File: src/tcx_consts.vh
`ifndef TCX_CONSTS_VH
`define TCX_CONSTS_VH
// ==================================================
// Register word addresses
`define TCX_A_CTRL   4'h0
`define TCX_A_PER    4'h1
`define TCX_A_CNT    4'h2
`define TCX_A_CC0    4'h3
`define TCX_A_DT     4'h7
`define TCX_A_PAT    4'h8
`define TCX_A_STAT   4'h9
`define TCX_A_EVSEL  4'ha
`define TCX_A_CAPHI  4'hb
// ==================================================
// Control register bit positions
`define TCX_C_EN     0
`define TCX_C_PRE_LO 1
`define TCX_C_PRE_HI 3
`define TCX_C_EVCLK  4
`define TCX_C_DOWN   5
`define TCX_C_EVDIR  6
`define TCX_C_CAPT   7
`define TCX_C_SYNC   8
`define TCX_C_SPLIT  9
`define TCX_C_DTI    10
`define TCX_C_DTHALT 11
`define TCX_C_PGEN   12
`define TCX_C_DISTA  13
`define TCX_C_FLTEN  14
// ==================================================
// Status register bit positions
`define TCX_S_OVF    0
`define TCX_S_HUNF   1
`define TCX_S_CC0    2
`define TCX_S_FAULT  6
// ==================================================
// Reset values
`define TCX_RST_CTRL 16'h0000
`define TCX_RST_PER  16'hffff
`define TCX_RST_PAT  16'h0000
`define TCX_RST_DT   16'h0000
`endif

File: src/tcx_timer.v
// How it works
// - Counts prescaled clock or events, direction, period.
// - Four channels in type 0, two in type 1.
// - Whole unit is either compare or capture.
// - Chained units form one 32-bit counter.
// - Events clock, steer, capture and synchronise counter.
// - Split into two 8-bit counters only type 0.
// - Split halves share clock, own period, compares.
// - Split halves always count down, flag underflow.
// - Only low half raises compare flags, events.
// - Split gives eight single-slope PWM outputs.
// - Extension turns each of outputs 0-3 (low halves in split) into complementary pair.
// - Dead-time unit makes low and inverted high.
// - Four dead-time units, buffered 8-bit low/high.
// - Counter optionally halts during dead time.
// - Dead-time outputs override pins selected by mask.
// - Pattern generator drives buffered synchronised pattern.
// - Channel A optionally drives every port pin.
// - Pattern generator bypasses dead-time units.
// - Selected fault event disables extension outputs at once.
`timescale 1ns/1ns
`include "tcx_consts.vh"

module tcx_timer #(
	parameter NCH = 4,
	parameter DTW = 8
) (
	// Clock and reset
	input  wire        CLK,
	input  wire        RSTN,
	// Register port
	input  wire [3:0]  ADDR,
	input  wire [15:0] WDATA,
	input  wire        WSTB,
	input  wire        RSTB,
	output reg  [15:0] RDATA,
	// Event system and cascade partner
	input  wire [3:0]  EV_IN,
	input  wire [15:0] CAP_HI_IN,
	output reg         EV_OVF,
	output reg         EV_HUNF,
	output reg  [3:0]  EV_CC,
	// Port pins
	output reg  [7:0]  PIN_VAL,
	output reg  [7:0]  PIN_OVR,
	output reg         FAULT
);

	// ==================================================
	// Register storage
	reg  [15:0] ctrl_ff;
	reg  [15:0] per_ff;
	reg  [15:0] cnt_ff;
	reg  [15:0] nxt_cnt;
	reg  [15:0] dt_buf_ff;
	reg  [15:0] dt_ff;
	reg  [15:0] pat_buf_ff;
	reg  [15:0] pat_ff;
	reg  [15:0] caphi_ff;
	reg  [7:0]  evsel_ff;
	reg  [6:0]  stat_ff;
	reg  [9:0]  pre_ff;
	reg  [9:0]  pre_mask;
	wire [63:0] cc_w;
	reg         ovf;
	reg         hunf;
	reg  [7:0]  val;
	reg  [7:0]  ovr;
	reg  [15:0] rd;
	wire [3:0]  hit;
	wire [3:0]  cap0;
	wire [7:0]  wg;
	wire [3:0]  ls;
	wire [3:0]  hs;
	wire [3:0]  busy;

	// split exists only in type 0
	wire split   = ctrl_ff[`TCX_C_SPLIT] & (NCH == 4);
	wire capt    = ctrl_ff[`TCX_C_CAPT] & ~split;
	wire dti_en  = ctrl_ff[`TCX_C_DTI];
	wire pgen    = ctrl_ff[`TCX_C_PGEN];
	wire waveform_extension    = dti_en | pgen;
	wire ev_clk  = EV_IN[evsel_ff[1:0]];
	wire ev_dir  = EV_IN[evsel_ff[3:2]];
	wire ev_flt  = EV_IN[evsel_ff[7:6]];
	wire ev_sync = ctrl_ff[`TCX_C_SYNC] & ~capt & EV_IN[evsel_ff[5:4]];

	wire down = ctrl_ff[`TCX_C_DOWN] ^ (ctrl_ff[`TCX_C_EVDIR] & ev_dir);

	// halt while any dead time runs
	wire halt = ctrl_ff[`TCX_C_DTHALT] & dti_en & ~pgen & (|busy);

	wire [2:0] psel = ctrl_ff[`TCX_C_PRE_HI:`TCX_C_PRE_LO];

	// ==================================================
	// Clock source
	always @* begin
		case (psel)
			3'h1: pre_mask = 10'h000;
			3'h2: pre_mask = 10'h001;
			3'h3: pre_mask = 10'h003;
			3'h4: pre_mask = 10'h007;
			3'h5: pre_mask = 10'h03f;
			3'h6: pre_mask = 10'h0ff;
			3'h7: pre_mask = 10'h3ff;
			default: pre_mask = 10'h000;
		endcase
	end

	// The prescaler restarts whenever the unit is disabled, so each start sees a full divide.
	wire pre_hit = (psel != 3'h0) & ((pre_ff & pre_mask) == pre_mask);

	wire tick = ctrl_ff[`TCX_C_EN] & ~halt &
		(ctrl_ff[`TCX_C_EVCLK] ? ev_clk : pre_hit);

	// ==================================================
	// Counter
	// Counting up, a count written above the period runs on to the 16-bit wrap before it meets the period.
	always @* begin
		nxt_cnt = cnt_ff;
		ovf = 1'b0;
		hunf = 1'b0;
		if (ev_sync) begin
			nxt_cnt = (down | split) ? per_ff : 16'h0000;
		end else if (tick && split) begin
			if (cnt_ff[7:0] == 8'h00) begin
				nxt_cnt[7:0] = per_ff[7:0];
				ovf = 1'b1;
			end else begin
				nxt_cnt[7:0] = cnt_ff[7:0] - 8'h01;
			end
			if (cnt_ff[15:8] == 8'h00) begin
				nxt_cnt[15:8] = per_ff[15:8];
				hunf = 1'b1;
			end else begin
				nxt_cnt[15:8] = cnt_ff[15:8] - 8'h01;
			end
		end else if (tick && down) begin
			if (cnt_ff == 16'h0000) begin
				nxt_cnt = per_ff;
				ovf = 1'b1;
			end else begin
				nxt_cnt = cnt_ff - 16'h0001;
			end
		end else if (tick) begin
			if (cnt_ff == per_ff) begin
				nxt_cnt = 16'h0000;
				ovf = 1'b1;
			end else begin
				nxt_cnt = cnt_ff + 16'h0001;
			end
		end
	end

	// Buffers load at wrap, or at once while stopped.
	wire upd = ovf | ~ctrl_ff[`TCX_C_EN];

	// ==================================================
	// Channels
	genvar i;
	generate
		for (i = 0; i < 4; i = i + 1) begin : g_ch
			if (i < NCH) begin : g_on
				localparam [1:0] CI2 = i;
				localparam [3:0] CI4 = i;
				// Each channel owns its register; the flat bus gives every word one driver.
				reg  [15:0] ccr_ff;
				wire [1:0]  cidx = evsel_ff[5:4] + CI2;
				wire cap = capt & EV_IN[cidx];
				wire wsel = WSTB & (ADDR == (`TCX_A_CC0 + CI4));
				// compares look only at the low byte in split
				wire meq = split ? (cnt_ff[7:0] == ccr_ff[7:0]) :
					(cnt_ff == ccr_ff);
				assign cc_w[16*i +: 16] = ccr_ff;
				assign hit[i] = (tick & ~capt & meq) | cap;
				assign cap0[i] = cap;
				assign wg[i] = ~capt & (split ?
					(cnt_ff[7:0] < ccr_ff[7:0]) : (cnt_ff < ccr_ff));
				assign wg[4+i] = split & (cnt_ff[15:8] < ccr_ff[15:8]);
				always @(posedge CLK or negedge RSTN) begin
					if (!RSTN) begin
						ccr_ff <= 16'h0000;
					end else if (cap) begin
						ccr_ff <= cnt_ff;
					end else if (wsel) begin
						ccr_ff <= WDATA;
					end
				end
			end else begin : g_off
				// channels three and four absent in type 1
				assign cc_w[16*i +: 16] = 16'h0000;
				assign hit[i] = 1'b0;
				assign cap0[i] = 1'b0;
				assign wg[i] = 1'b0;
				assign wg[4+i] = 1'b0;
			end
		end
	endgenerate

	// ==================================================
	// Dead-time units
	genvar k;
	generate
		for (k = 0; k < 4; k = k + 1) begin : g_dti
			reg           prev_ff;
			reg [DTW-1:0] dcnt_ff;
			reg           ls_ff;
			reg           hs_ff;
			assign ls[k] = ls_ff;
			assign hs[k] = hs_ff;
			assign busy[k] = (wg[k] != prev_ff) | (dcnt_ff != {DTW{1'b0}});
			always @(posedge CLK or negedge RSTN) begin
				if (!RSTN) begin
					prev_ff <= 1'b0;
					dcnt_ff <= {DTW{1'b0}};
					ls_ff <= 1'b0;
					hs_ff <= 1'b0;
				end else begin
					prev_ff <= wg[k];
					// A new edge inside a running dead time restarts it from the new setting.
					if (wg[k] != prev_ff) begin
						// low side delay on rise, high side on fall
						dcnt_ff <= wg[k] ? dt_ff[DTW-1:0] : dt_ff[15:8];
						// both off while dead time runs
						ls_ff <= 1'b0;
						hs_ff <= 1'b0;
					end else if (dcnt_ff != {DTW{1'b0}}) begin
						dcnt_ff <= dcnt_ff - {{(DTW-1){1'b0}}, 1'b1};
						ls_ff <= 1'b0;
						hs_ff <= 1'b0;
					end else begin
						// low side follows, high side inverted
						ls_ff <= wg[k];
						hs_ff <= ~wg[k];
					end
				end
			end
		end
	endgenerate

	// ==================================================
	// Pin selection
	wire flt_now = stat_ff[`TCX_S_FAULT] |
		(ctrl_ff[`TCX_C_FLTEN] & ev_flt);

	always @* begin
		// Pin 2k carries the low side of unit k and pin 2k+1 its high side.
		if (pgen) begin
			// pattern path skips the dead-time units
			// channel A copied to every pin
			val = ctrl_ff[`TCX_C_DISTA] ? {8{wg[0]}} : pat_ff[7:0];
			ovr = pat_ff[15:8];
		end else if (dti_en) begin
			val = {hs[3], ls[3], hs[2], ls[2], hs[1], ls[1], hs[0], ls[0]};
			ovr = pat_ff[15:8];
		end else if (split) begin
			val = wg;
			ovr = 8'hff;
		end else begin
			val = {4'h0, wg[3:0]};
			ovr = (NCH == 4) ? 8'h0f : 8'h03;
		end
		if (waveform_extension && flt_now) begin
			val = 8'h00;
		end
	end

	// ==================================================
	// Read multiplexer
	always @* begin
		case (ADDR)
			`TCX_A_CTRL:  rd = ctrl_ff;
			`TCX_A_PER:   rd = per_ff;
			`TCX_A_CNT:   rd = cnt_ff;
			`TCX_A_CC0:   rd = cc_w[15:0];
			4'h4:         rd = cc_w[31:16];
			4'h5:         rd = cc_w[47:32];
			4'h6:         rd = cc_w[63:48];
			`TCX_A_DT:    rd = dt_buf_ff;
			`TCX_A_PAT:   rd = pat_buf_ff;
			`TCX_A_STAT:  rd = {9'h000, stat_ff};
			`TCX_A_EVSEL: rd = {8'h00, evsel_ff};
			`TCX_A_CAPHI: rd = caphi_ff;
			default:      rd = 16'h0000;
		endcase
	end

	wire wr_stat = WSTB & (ADDR == `TCX_A_STAT);
	// The fault bit is set by the event alone, so a clear sticks once the event is gone.
	wire [6:0] set_stat = {ctrl_ff[`TCX_C_FLTEN] & ev_flt, hit, hunf, ovf};

	// ==================================================
	// Registers and outputs
	always @(posedge CLK or negedge RSTN) begin
		if (!RSTN) begin
			ctrl_ff <= `TCX_RST_CTRL;
			per_ff <= `TCX_RST_PER;
			cnt_ff <= 16'h0000;
			dt_buf_ff <= `TCX_RST_DT;
			dt_ff <= `TCX_RST_DT;
			pat_buf_ff <= `TCX_RST_PAT;
			pat_ff <= `TCX_RST_PAT;
			caphi_ff <= 16'h0000;
			evsel_ff <= 8'h00;
			stat_ff <= 7'h00;
			pre_ff <= 10'h000;
			RDATA <= 16'h0000;
			EV_OVF <= 1'b0;
			EV_HUNF <= 1'b0;
			EV_CC <= 4'h0;
			PIN_VAL <= 8'h00;
			PIN_OVR <= 8'h00;
			FAULT <= 1'b0;
		end else begin
			pre_ff <= ctrl_ff[`TCX_C_EN] ? pre_ff + 10'h001 : 10'h000;
			if (WSTB && ADDR == `TCX_A_CTRL) begin
				ctrl_ff <= WDATA;
			end
			if (WSTB && ADDR == `TCX_A_PER) begin
				per_ff <= WDATA;
			end
			if (WSTB && ADDR == `TCX_A_EVSEL) begin
				evsel_ff <= WDATA[7:0];
			end
			if (WSTB && ADDR == `TCX_A_CNT) begin
				cnt_ff <= WDATA;
			end else begin
				cnt_ff <= nxt_cnt;
			end
			if (WSTB && ADDR == `TCX_A_DT) begin
				dt_buf_ff <= WDATA;
			end
			if (WSTB && ADDR == `TCX_A_PAT) begin
				pat_buf_ff <= WDATA;
			end
			// dead time takes effect at the update
			// pattern changes only at the update
			if (upd) begin
				dt_ff <= dt_buf_ff;
				pat_ff <= pat_buf_ff;
			end
			// partner's count captured alongside channel 0
			if (cap0[0]) begin
				caphi_ff <= CAP_HI_IN;
			end
			// Set wins over a write-one clear in the same cycle.
			stat_ff <= (stat_ff & ~(wr_stat ? WDATA[6:0] : 7'h00)) | set_stat;
			RDATA <= RSTB ? rd : 16'h0000;
			// overflow event clocks a chained partner
			EV_OVF <= ovf;
			EV_HUNF <= hunf;
			EV_CC <= hit;
			PIN_VAL <= val;
			PIN_OVR <= ovr;
			FAULT <= waveform_extension & flt_now;
		end
	end

endmodule

File: config.mk
export PLATFORM = sky130hd
export DESIGN_NAME = tcx_timer
export DESIGN_NICKNAME = d
export VERILOG_FILES = /design/src/tcx_timer.v
export VERILOG_INCLUDE_DIRS = /design/src
export SDC_FILE = /design/constraint.sdc
export NUM_CORES = 1
export LEC_CHECK = 0
export BUFFER_PORTS_ARGS = -buffer_cell sky130_fd_sc_hd__buf_2
export CAP_MARGIN = 20
export CORE_MARGIN = 2
export CORE_UTILIZATION = 63
export DETAILED_ROUTE_END_ITERATION = 10
export HOLD_SLACK_MARGIN = 0.03
export PLACE_DENSITY = 0.78
export SYNTH_ARGS = -nofsm -noshare
export SYNTH_HDL_FRONTEND = slang
export SYNTH_SLANG_ARGS = --single-unit
File: constraint.sdc
create_clock -name CLK -period 3.85 [get_ports CLK]
set_input_delay 0 -clock CLK [delete_from_list [all_inputs] [get_ports CLK]]
set_output_delay 0 -clock CLK [all_outputs]
set_load 0.05 [all_outputs]
==> flow_summary.yaml <==
worst_setup_path:
  crit_fanout: 32
  crit_arrival_ps: 4100
  r2r-start: "cnt_ff[8]"
  rrSetupSlack_ps: 160
  worstSetupPathType: "flop to flop"
  r2r-end: "pat_ff[9]"
  start_kind: "flop"
  startpoint: "cnt_ff[8]"
  r2r_cells: 12
  worstPathRequired_ps: 4260
  cp-endpoint: "pat_ff[9]"
  end_kind: "flop"
cells_and_area:
  drive_gt1_share_pct: 20.4
  multi_input_area_um2: 9540
  antenna_cells: 0
  finalNetCount: 2027
  regArea_um2: 7530
  fillerInstances: 2021
  syn_to_final_growth_pct: 14.1
die:
  start_util_pct: 64.1
  fp.coreArea_um2: 27900
  die_y_um: 172
  die_w_um: 172
  fp-row-count: 61
  io_pins: 83
  dieArea_um2: 29700
hold_path:
  min_delay_path_depth: 4
  min_from: "EV_IN[1]"
  hold_class: "primary input to flop"
place:
  port_buffers: 82
  dpl.hpwl_mm: 40.4
  gp_congestion: 0.972
route:
  vias: 15383
  avgRoutedWirePerCell_um: 24.4
  ant_nets: 0
  drt_first_pass_iters: 6
  via_per_inst: 6.67
  drtIter0Drc: 1801
  drc_errors: 0
  totalWireLength_mm: 56.3
logic_synthesis:
  syn_avg_cell_area_um2: 9.85
  synth_warnings: 0
  synthCells: 1813
  ys_types: 70
  syn_area_um2: 17900
  synthesis.nets: 1935
  seq_area_frac_synth_pct: 42.1
  ys_async_sr_fraction_pct: 100
  synth_edf_count: 0
  ys.flop_type: "dfrtp_1"
  ys_seq_elements: 300
sta:
  finalSetupViolations: 0
  fin_setup_tns_ps: 0
  hold_viol: 0
  finalClockSkew_ps: 17.7
  rsz0062_at_grt: "no"
  slew_headroom_pct: 24.8
  finalMaxSlewViolations: 0
  tightest_slew_ps: 1130
  period_needed_ps: 3690
  fmax_mhz: 271
  period_share_pct: 95.8
  hold-worst-slack_ps: 164
cts:
  cts_num_sinks: 300
  htree_levels: 2
  clkSlewWorstSetupHoldPaths_ps: 60
  numCtsBuffers: 34
  cts_tree: "yes"
  clk_latency_ps: 520
  ctsLongestPathBuffers: 3
  clockRootBuffer: "clkbuf_16"
grt:
  grt_pass1_vias: 15000
  antenna_found_initial: 1
  grt_max_degree: 118
  track_usage_pct: 38.5
  grt.overflow.total: 0
  grt_pass1_wl_mm: 86.3
power:
  peakVddDrop_mv: 0.380
  powerDensity_nw_per_um2: 822
  p_leak_nw: 9.75
  p_total_mw: 16.8
outcome:
  status: "finished, final reports clean"
job:
  cap_violations: 0
## report_power, final
part,internal (mW),switching [mW]
sequential,4.33,1.43
combinational,3.19,4.32
clock,2.10,1.38
## metal layers
metal	global-route usage [%]	routed length [um]	part of all wire, %	vias to the layer above
met3	8.79	5680	10	218
met4	17.3	2910	5.2	0
li1	-	-	-	6729
met5	0	0	0	-
met2	61.1	25700	46	898
met1	50.7	22000	39	7538
## metrics by stage
stage | setup WS, ps | cell area, um2 | utilization, % | std cells
after floorplan | 657 | 17900 | - | 1813
after global placement | 297 | 18800 | 67.4 | 2211
after detailed placement | 149 | 18800 | 67.5 | 2212
after CTS | 122 | 20300 | 73.0 | 2306
after global routing | 31.8 | 20400 | 73.2 | 2308
final | 160 | 20400 | 73.2 | 2308
## worst max-delay path, cell delays in order (launching register included)
cell	delay, ps
dfrtp_1	540
inv_1	240
ha_1	370
a31oi_1	430
a21oi_1	210
or3_1	380
o211a_1	140
a22oi_2	130
nor2_1	100
buf_4	170
nor2b_2	140
buf_6	320
mux2_2	390
## flip-flops by register name, indices dropped and copies added, names as in the netlist, 10 cells and up
signal	flops
pat_ff	16
per_ff	16
pat_buf_ff	16
dt_ff	16
RDATA	16
caphi_ff	16
ctrl_ff	16
pre_ff	10
g_dti.dcnt_ff	32
dt_buf_ff	16
g_ch.g_on.ccr_ff	64
cnt_ff	16
## area by class of cell
class                   instances  area share [%]
flip-flops and latches        300            36.9
multi-input cells            1302            46.8
clock inverters                20            1.30
clock buffers                  41            4.60
repair buffers                181            6.49
well taps                     378            2.32
inverters                      86            1.58
## cells in the mapped netlist, types with 7 or more instances
cell | n | area share [%]
dfrtp_1 | 284 | 40
nor2_1 | 178 | 3.7
a21oi_1 | 142 | 4.0
mux2_2 | 138 | 8.7
clkbuf_1 | 107 | 2.2
nand2_1 | 101 | 2.1
mux2i_1 | 100 | 5.6
inv_1 | 85 | 1.8
ha_1 | 78 | 5.5
o21ai_0 | 61 | 1.7
a221oi_1 | 38 | 1.9
xnor2_1 | 37 | 1.8
a22o_1 | 35 | 1.7
xor2_1 | 34 | 1.7
a31oi_1 | 29 | 1.0
nor3_1 | 27 | 0.76
a21o_1 | 26 | 1.1
nand3_1 | 23 | 0.64
nand2b_1 | 21 | 0.74
and3_1 | 20 | 0.70
o211ai_1 | 20 | 0.84
nand4_1 | 18 | 0.63
a311oi_1 | 17 | 0.83
and2_1 | 17 | 0.60
a22oi_1 | 16 | 0.67
dfstp_2 | 16 | 2.4
a211oi_1 | 14 | 0.59
nor2b_1 | 14 | 0.49
or3_1 | 12 | 0.42
buf_1 | 10 | 0.21
o22ai_1 | 9 | 0.32
o31ai_1 | 8 | 0.34
nor4_1 | 7 | 0.25
## placed cells by master, fill, tap and decap left out, types with 23 or more instances in the layout
master,instances
dfrtp_1,284
nor2_1,178
a21oi_1,142
mux2_2,138
nand2_1,100
mux2i_1,100
inv_1,85
buf_2,81
ha_1,78
buf_4,61
o21ai_0,60
a221oi_1,38
xnor2_1,37
a22o_1,35
clkbuf_16,35
xor2_1,34
dlygate4sd3_1,33
a31oi_1,29
a21o_1,26
nand3_1,23
## repair_timing
action	in CTS	in global routing
gates resized for setup	0	3
hold buffers	33	0
endpoints found under the setup margin	0	43
endpoints found under the hold margin	279	0
setup buffers	0	0
## worst min-delay path by stage
| stage | to | slack (ps) |
|---|---|---|
| 2_1_floorplan | EV_CC[0] | -300 |
| 3_3_place_gp | g_dti[0].dcnt_ff[3] | 150 |
| 3_5_place_dp | dt_buf_ff[3] | 150 |
| 4_1_cts | g_ch[3].g_on.ccr_ff[1] | 150 |
| 5_1_grt | g_ch[3].g_on.ccr_ff[1] | 180 |
| 6_report | g_ch[3].g_on.ccr_ff[1] | 160 |
## cells by family (layout without fill, tap and decap cells)
group | Yosys count | count (layout) | share of synthesized area, %
xor+xnor | 71 | 71 | 3.48
flops | 300 | 300 | 42.1
buf+inv | 211 | 328 | 4.70
fa+ha+maj | 78 | 78 | 5.46
mux | 248 | 248 | 15.2
compound gates | 447 | 447 | 16.8
simple gates | 458 | 458 | 12.1
Power figures use the tool's default switching activity.
